**src/rtl/arsc_pkg.sv**
```systemverilog
// Constants for the converter reference and ground selection control
// Contract
// - Source field steers the converter reference
// - High-speed reference powered only when converter needs
// - Bit 0 powers precision reference onto pin
// - Bit 5 picks normal or analog ground pin
// - Sensor sampling always uses internal ground
// - High-speed reference conversion uses internal ground
// - Bit 2 enables sensor, else output floats
// - Bits 7:6 and 1 read zero
// - Register sits on page 0x0, address 0xD1
package arsc_pkg;
    localparam logic [7:0] ARSC_SFR_ADDR = 8'hD1;
    localparam logic [3:0] ARSC_SFR_PAGE = 4'h0;
    localparam int ARSC_PREC_EN_BIT = 0;
    localparam int ARSC_SENS_EN_BIT = 2;
    localparam int ARSC_SRC_LSB = 3;
    localparam int ARSC_GND_SEL_BIT = 5;
    localparam logic [7:0] ARSC_WRITE_MASK = 8'h3D;
    localparam logic [7:0] ARSC_RESET_VAL = 8'h18;

    typedef enum logic [1:0] {
        ARSC_SRC_EXT_PIN = 2'h0,
        ARSC_SRC_MAIN_SUPPLY = 2'h1,
        ARSC_SRC_DIG_SUPPLY = 2'h2,
        ARSC_SRC_HS_REF = 2'h3
    } arsc_src_t;

    typedef enum logic [1:0] {
        ARSC_GND_NORMAL_PIN = 2'h0,
        ARSC_GND_ANALOG_PIN = 2'h1,
        ARSC_GND_INTERNAL = 2'h2
    } arsc_gnd_t;
endpackage

```
**src/rtl/arsc_ctrl.sv**
```systemverilog
// Register and override logic for converter reference and ground selection
`timescale 1ns/1ps
module arsc_ctrl
    import arsc_pkg::*;
(
    // Clock and reset
    input wire logic i_clk,
    input wire logic i_nrst,
    // Special function register port
    input wire logic [3:0] i_sfr_page,
    input wire logic [7:0] i_sfr_addr,
    input wire logic i_sfr_wr,
    input wire logic i_sfr_rd,
    input wire logic [7:0] i_sfr_wdata,
    output logic [7:0] o_sfr_rdata,
    // Converter phase status
    input wire logic i_conv_active,
    input wire logic i_conv_phase,
    input wire logic i_track_sensor,
    // Analog controls
    output arsc_src_t o_reference_source_select,
    output logic o_hs_ref_power,
    output logic o_precision_reference_enable,
    output logic o_ext_pin_connect,
    output arsc_gnd_t o_ground_route,
    output logic o_thermal_sensor_enable
);

    ////////////////////////////////////////////////////////////////////////
    // Registered state
    ////////////////////////////////////////////////////////////////////////

    // One flop per analog control so that every output leaves a register
    typedef struct packed {
        // Software-visible register and the held read data
        logic [7:0] reg_val;
        logic [7:0] rdata;

        // Analog controls
        arsc_src_t src;
        logic hs_pwr;
        logic prec_en;
        logic pin_conn;
        arsc_gnd_t gnd;
        logic sens_en;
    } arsc_state_t;

    arsc_state_t state_q;
    arsc_state_t state_d;

    // Access decode
    logic page_ok;
    logic addr_ok;
    logic hit;
    // Strobes qualified by the register decode
    logic wr_hit;
    logic rd_hit;
    logic rd_miss;

    // Register contents as they stand after this cycle's write
    logic [7:0] nreg;
    arsc_src_t nsrc;
    logic src_is_hs;
    logic prec_sel;
    logic sens_sel;
    logic gnd_pin_sel;

    // Converter phase conditions that override the ground choice
    logic sensor_sampling;
    logic hs_converting;

    ////////////////////////////////////////////////////////////////////////
    // Helpers
    ////////////////////////////////////////////////////////////////////////

    // Source field position is fixed by the register map
    function automatic arsc_src_t source_field(input logic [7:0] value);
        return arsc_src_t'(value[ARSC_SRC_LSB +: 2]);
    endfunction

    // Only implemented bits are returned; unused bits always read zero
    function automatic logic [7:0] read_view(input logic [7:0] value);
        return value & ARSC_WRITE_MASK;
    endfunction

    // The high-speed reference draws power only while the converter needs
    // it; tracking and conversion both count as need
    function automatic logic hs_power(input logic hs_selected, input logic demand);
        return hs_selected && demand;
    endfunction

    // Ground route priority: sensor sampling, then high-speed reference
    // conversion, then the software choice between the two pins
    function automatic arsc_gnd_t ground_route(
        input logic sampling_sensor,
        input logic converting_hs,
        input logic analog_pin_sel
    );
        arsc_gnd_t route;
        if (sampling_sensor) begin
            route = ARSC_GND_INTERNAL;
        end else if (converting_hs) begin
            route = ARSC_GND_INTERNAL;
        end else if (analog_pin_sel) begin
            route = ARSC_GND_ANALOG_PIN;
        end else begin
            route = ARSC_GND_NORMAL_PIN;
        end
        return route;
    endfunction

    ////////////////////////////////////////////////////////////////////////
    // Next state
    ////////////////////////////////////////////////////////////////////////

    // Controls are taken from the register as written this cycle, so a
    // write reaches the analog section one cycle later, like a read; the
    // overrides follow the converter phase with the same single cycle
    always_comb begin
        state_d = state_q;

        // Pages other than zero place other registers at this address
        page_ok = (i_sfr_page == ARSC_SFR_PAGE);
        addr_ok = (i_sfr_addr == ARSC_SFR_ADDR);
        hit = page_ok && addr_ok;
        wr_hit = i_sfr_wr && hit;
        rd_hit = i_sfr_rd && hit;
        rd_miss = i_sfr_rd && !hit;

        // Unused bits are dropped at the write so they never reach an
        // analog control or the read path
        nreg = state_q.reg_val;
        if (wr_hit) begin
            nreg = i_sfr_wdata & ARSC_WRITE_MASK;
        end
        state_d.reg_val = nreg;

        // Read data holds until the next read so the bus sees a stable value;
        // a read in the cycle of a write returns the old contents
        if (rd_hit) begin
            state_d.rdata = read_view(state_q.reg_val);
        end else if (rd_miss) begin
            // Other registers answer for themselves; this block gives zero
            state_d.rdata = 8'h00;
        end

        // Field extraction
        nsrc = source_field(nreg);
        src_is_hs = (nsrc == ARSC_SRC_HS_REF);
        prec_sel = nreg[ARSC_PREC_EN_BIT];
        sens_sel = nreg[ARSC_SENS_EN_BIT];
        gnd_pin_sel = nreg[ARSC_GND_SEL_BIT];

        // Reference source multiplexer
        state_d.src = nsrc;

        // No software action is needed to start or stop the high-speed
        // reference; a conversion from another source leaves it off
        state_d.hs_pwr = hs_power(src_is_hs, i_conv_active);

        // Power and pin connection move together, so the pin is never
        // loaded by an unpowered precision reference
        state_d.prec_en = prec_sel;
        state_d.pin_conn = prec_sel;

        // With the sensor off its output floats and conversions of it are
        // meaningless; nothing here stops software from converting it
        state_d.sens_en = sens_sel;

        // Ground overrides win over the software choice, whatever the
        // analog ground select bit holds
        sensor_sampling = i_track_sensor && !i_conv_phase;
        hs_converting = i_conv_phase && src_is_hs;
        state_d.gnd = ground_route(
            sensor_sampling,
            hs_converting,
            gnd_pin_sel
        );
    end

    ////////////////////////////////////////////////////////////////////////
    // State register
    ////////////////////////////////////////////////////////////////////////

    always_ff @(posedge i_clk or negedge i_nrst) begin
        if (!i_nrst) begin
            // Register and bus
            state_q.reg_val <= ARSC_RESET_VAL;
            state_q.rdata <= 8'h00;

            // Controls match the reset contents: high-speed source chosen,
            // but unpowered until the converter asks for it
            state_q.src <= arsc_src_t'(ARSC_RESET_VAL[ARSC_SRC_LSB +: 2]);
            state_q.hs_pwr <= 1'b0;
            state_q.prec_en <= ARSC_RESET_VAL[ARSC_PREC_EN_BIT];
            state_q.pin_conn <= ARSC_RESET_VAL[ARSC_PREC_EN_BIT];
            state_q.gnd <= ARSC_GND_NORMAL_PIN;
            state_q.sens_en <= ARSC_RESET_VAL[ARSC_SENS_EN_BIT];
        end else begin
            state_q <= state_d;
        end
    end

    ////////////////////////////////////////////////////////////////////////
    // Outputs straight from the state flops
    ////////////////////////////////////////////////////////////////////////

    // Register bus
    assign o_sfr_rdata = state_q.rdata;

    // Reference selection and power
    assign o_reference_source_select = state_q.src;
    assign o_hs_ref_power = state_q.hs_pwr;
    // Enable and pin connection are one flop pair driven together
    assign o_precision_reference_enable = state_q.prec_en;
    assign o_ext_pin_connect = state_q.pin_conn;

    // Ground route and sensor power
    assign o_ground_route = state_q.gnd;
    assign o_thermal_sensor_enable = state_q.sens_en;

endmodule

```
**config.mk**
```make
export PLATFORM = sky130hd
export DESIGN_NAME = arsc_ctrl
export DESIGN_NICKNAME = d
export VERILOG_FILES = /design/src/rtl/arsc_pkg.sv /design/src/rtl/arsc_ctrl.sv
export SDC_FILE = /design/constraint.sdc
export NUM_CORES = 1
export LEC_CHECK = 0
export ABC_AREA = 1
export BUFFER_PORTS_ARGS = -buffer_cell sky130_fd_sc_hd__buf_2
export CELL_PAD_IN_SITES_DETAIL_PLACEMENT = 1
export CELL_PAD_IN_SITES_GLOBAL_PLACEMENT = 2
export CORE_MARGIN = 4
export CORE_UTILIZATION = 21
export CTS_BUF_LIST = sky130_fd_sc_hd__clkbuf_2
export DETAILED_ROUTE_END_ITERATION = 7
export HOLD_SLACK_MARGIN = 0.06
export PLACE_DENSITY_LB_ADDON = 0.1
export RECOVER_POWER = 50
export SLEW_MARGIN = 0
export SYNTH_ARGS = -nofsm -noshare
export SYNTH_HDL_FRONTEND = slang
export SYNTH_SLANG_ARGS = --single-unit
```
**constraint.sdc**
```tcl
create_clock -name i_clk -period 0.9 [get_ports i_clk]
set_input_delay 0.045 -clock i_clk [delete_from_list [all_inputs] [get_ports i_clk]]
set_output_delay 0.045 -clock i_clk [all_outputs]
set_load 0.03 [all_outputs]
```
## Yosys cells after proc, flatten, opt, wreduce, memory -nomap -nowiden

Cells that the tools add are included.

| word-level totals | value |
|---|---|
| register bits | 20 |
| bits of input ports | 27 |
| output and inout port bits | 16 |
| logic and storage cells | 26 |

| operators by class | value |
|---|---|
| equal/unequal tests | 2 |
| muxes and demuxes | 6 |
| reduce and logical (&&, ||, !) cells | 11 |

Operator list:

| operator | number |
|---|---|
| 8-bit two-way mux | 2 |
| 8-bit == test, second input constant | 1 |
| 1-bit logical AND | 7 |
| 6-bit two-way mux | 1 |
| 4-bit zero test | 1 |
| 2-bit two-way mux | 2 |
| 2-bit == test, second input constant | 1 |
| 1-bit zero test | 2 |
| 2-bit nonzero test | 1 |
| 1-bit two-way mux | 1 |

## Logic depth before layout (Yosys ltp)

| depth | value |
|---|---|
| depth after elaboration | 8 |
| mapped depth | 9 |
| mapped depth without buffers | 9 |

## Worst setup path before layout

Ideal clock, no wire load.

| timing | value |
|---|---|
| path kind | reg2reg |
| start | register state_q[16] in the netlist's numbering |
| end | register state_q[16] in the netlist's numbering |
| setup time | 0.128 ns |
| arrival time | 0.809 ns |
| data required time | 0.772 ns |
| setup slack | -0.036 ns |
| cell stages (with the launch flop) | 2 |
| path buffers | 0 |
| clock period less this slack | 0.936 ns |
| path through | dfrtp_1 -> mux2_1 |

| on the way | value |
|---|---|
| cells in the longest elaborated chain, start to end | 1 |

RTL lines:

| what | line | text |
|---|---|---|
| start: declaration | arsc_ctrl.sv:48 | `arsc_state_t state_q;` |
| start signal: assignment | arsc_ctrl.sv:200 | `state_q <= state_d;` |
| 6-bit two-way mux | arsc_ctrl.sv:133 | `if (wr_hit) begin` |

Every way passes these cells.
A chain may end at the register's enable or synchronous reset.

==> metrics.md <==
| Metric | Value |
|---|---|
| RSZ-0062 raised after global routing | `yes` |
| Largest net degree at the start of global routing | `14` |
| Hold Crit Depth | `3` |
| Met2 wire length | `991 um` |
| Total number of vias | `681` |
| Switch share | `26.50%` |
| Area grow syn2layout | `58.67%` |
| H-Tree Depth | `1` |
| GRT Resource Usage Total | `9.394%` |
| Gpl congestion | `0.6835` |
| Port Buf Inserts | `36` |
| Final Power | `0.001075 W` |
| Utilization after layout | `35.14%` |
| HPWL after DPL | `1.534 mm` |
| Sequential-to-total area share from yosys stat | `43.67%` |
| Combinational power share | `17.1%` |
| Crit Path Max Fanout | `2` |
| CTS sink count | `13` |
| Worst Slack Setup Final | `-0.1909 ns` |
| Int Pwr | `0.0007901 W` |
| Starting Density | `22.15%` |
| Worst-case clock buffer depth | `2` |
| F_max | `916.7 MHz` |
| Max VDD drop | `0.0004490 V` |
| DIE AREA | `4595 um^2` |
| Top Layer Used | `met4` |
| LEAKAGE | `0.5905 nW` |
| Setup crit start | `state_q[20]$_DFF_PN1_` |
| Initial antenna violation count | `0` |
| Overflow after GRT | `0` |
| First-pass GRT wire length | `3.187 mm` |
| Final wirelength | `1.911 mm` |
| Vias in the first global route | `693` |
| Final TNS setup | `-0.7331 ns` |
| PwrDens | `902.4 nW/um^2` |
| Yosys reg bits | `13` |
| Cts bufs inserted | `3` |
| Worst R2R End | `o_ground_route[0]$_DFF_PN0_` |
| Ant diodes | `0` |
| CTS tree | `done` |
| # rows | `21` |
| Seq pwr share | `54.9%` |
| Arr. time, crit path | `1.05 ns` |
| Top post-synthesis cells by area | `dfrtp_1 37%, buf_4 13%, inv_1 9.5%, dfstp_2 7.0%, nand2_1 5.0%` |
| Failing checks | `negative setup slack` |
| Worst-skew pair later-pin latency | `0.26 ns` |
| Placed Area | `930.9 um^2` |
| ANT nets after route | `0` |
| Met1 wire length | `763 um` |
| Startpoint types | `register` |
| Synthesized area | `750.7 um^2` |
| Critical Path Sink | `o_reference_source_select[1]` |
| Area fraction of the dominant cell type after synthesis | `36.67%` |
| R2R Setup Slk | `-0.15 ns` |
| YS warnings | `0` |
| Worst r2r path cells | `6` |
| Die X | `67.79 um` |
| Final Hold Viols | `0` |
| Setup crit end kind | `primary output` |
| Routed WL per cell | `10.68 um` |
| Post-Route Skew | `0.005702 ns` |
| Remaining DRCs | `0` |
| Clk slew on worst S/H paths | `0.13 ns` |
| Routed wl met3 | `142 um` |
| Period utilisation layout | `121.2%` |
| Avg Cell Area, Syn | `8.531 um^2` |
| Reg-to-reg startpoint | `state_q[20]$_DFF_PN1_` |
| Mapped Cells | `88` |
| Critical path class | `register to primary output` |
| Core Area | `3390 um^2` |
| Die Y | `67.79 um` |
| Net Sw Power | `0.0002848 W` |
| Clock Power Share | `28.0%` |
| Post-route cell area | `1191 um^2` |
| Setup Viol. Count Final | `8` |
| CTS root buf | `clkbuf_2` |
| Largest area contributor in the netlist | `dfrtp_1` |
| Final Max Slew Viols | `0` |
| Final #Nets | `161` |
| Final Critical Period | `1.091 ns` |
| Vias/cell | `3.804` |
| DRT Pass-1 Iters | `2` |
| Post-synthesis cell type count | `20` |
| HP Class | `input pin to register` |
| Maxcap violations | `0` |
| Status | `finished, violations left` |
| Worst EP required | `0.85 ns` |
| Share of cells above drive strength 1 | `49.62%` |
| DRT iter0 DRCs | `10` |
| I/O pins | `43` |
cell usage in the layout, fill, tap and decap left out:
cell type / netlist / layout
o22ai_1: 5 / 5
o21ai_2: 0 / 1
nand3_4: 0 / 1
inv_2: 2 / 2
nor2_1: 5 / 5
nor2_4: 1 / 1
buf_2: 0 / 22
nand2_1: 10 / 8
o21ai_1: 2 / 1
nand2_2: 2 / 2
conb_1: 1 / 3
nand3_1: 1 / 1
nor4_1: 2 / 2
nor2_2: 4 / 4
dfstp_2: 2 / 2
buf_4: 13 / 3
buf_6: 0 / 17
inv_1: 19 / 19
dlygate4sd3_1: 0 / 9
mux2_1: 2 / 2
clkbuf_2: 0 / 5
dfrtp_2: 0 / 2
nand4_1: 3 / 3
and3_4: 0 / 1
nand4_4: 1 / 1
nand2_4: 0 / 2
dfrtp_1: 11 / 9
state kept, by name, indices dropped and copies added (netlist names):
register                   flops
o_sfr_rdata                    5
o_hs_ref_power                 1
state_q                        4
o_reference_source_select      1
o_ground_route                 2
per-layer routing:
metal | track usage, % | vias to the layer above
li1 | - | 348
met5 | 0 | -
met1 | 10.81 | 314
met4 | 2.233 | 0
met2 | 16.28 | 17
met3 | 3.661 | 2
cells in the mapped netlist, drive strengths merged:
cell and instances:
nand4 4, mux2 2, o21ai 2, dfstp 2, conb 1, nand3 2
inv 21, dfrtp 11, buf 13, nor2 10, nor4 2, nand2 12
and3 1, o22ai 5
cells by family after synthesis:
logic type	count (synthesis)	synth area share (%)
simple gates	31	23.83
compound gates	7	5.500
flops	13	43.67
buf+inv	34	23.50
mux	2	3.000
other cells	1	0.4995
worst max-delay path, cell delays in order (launching register included):
cell and delay [ns]:
dfstp_2 0.57, buf_6 0.10, buf_6 0.12
how the worst min path moves through the flow:
| stage | from | end | slack, ns |
|---|---|---|---|
| finish | i_sfr_wr | o_reference_source_select[0]$_DFF_PN1_ | 0.09 |
| global route | i_sfr_wr | o_reference_source_select[0]$_DFF_PN1_ | 0.08 |
| CTS | i_sfr_wr | o_reference_source_select[0]$_DFF_PN1_ | 0.07 |
| detailed placement | i_nrst | o_sfr_rdata[0]$_DFFE_PN0P_ | -0.05 |
| global placement | i_nrst | o_sfr_rdata[5]$_DFFE_PN0P_ | -0.05 |
| floorplan | i_nrst | o_ground_route[0]$_DFF_PN0_ | -0.25 |
what timing repair did:
action / 4_1_cts / 5_1_grt
pin swaps: 1 / 2
resized for setup: 23 / 15
setup endpoints to repair: 15 / 18
endpoints found under the hold margin: 25 / 0
hold buffers: 9 / 0
gates cloned: 0 / 0
setup buffers: 2 / 2
power by group through the flow:
| stage | clock [W] | combinational [W] | sequential [W] |
|---|---|---|---|
| floorplan | 0 | 0.0000744 | 0.000601 |
| global placement | 0 | 0.000149 | 0.000600 |
| detailed placement | 0 | 0.000149 | 0.000600 |
| CTS | 0.000322 | 0.000181 | 0.000590 |
| global route | 0.000355 | 0.000208 | 0.000591 |
| finish | 0.000301 | 0.000184 | 0.000590 |
through the flow:
step | setup WS, ns | hold WS, ns | cells
after floorplan | -0.02691 | -0.2506 | 90
after detailed placement | -0.1858 | -0.05077 | 163
after global placement | -0.1874 | -0.04545 | 163
final | -0.1909 | 0.09400 | 179
after global routing | -0.2590 | 0.07505 | 179
after CTS | -0.2116 | 0.06869 | 178
cell type report:
| cell class | instances | area [um^2] |
|---|---|---|
| Clock buffer | 4 | 20.02 |
| Fill cell | 416 | 2198 |
| Timing Repair Buffer | 52 | 419.2 |
| Multi-Input combinational cell | 43 | 285.3 |
| Tap cell | 46 | 57.56 |
| Sequential cell | 13 | 330.3 |
| Inverter | 21 | 78.83 |
No activity file was read; power rests on OpenSTA's default activity.
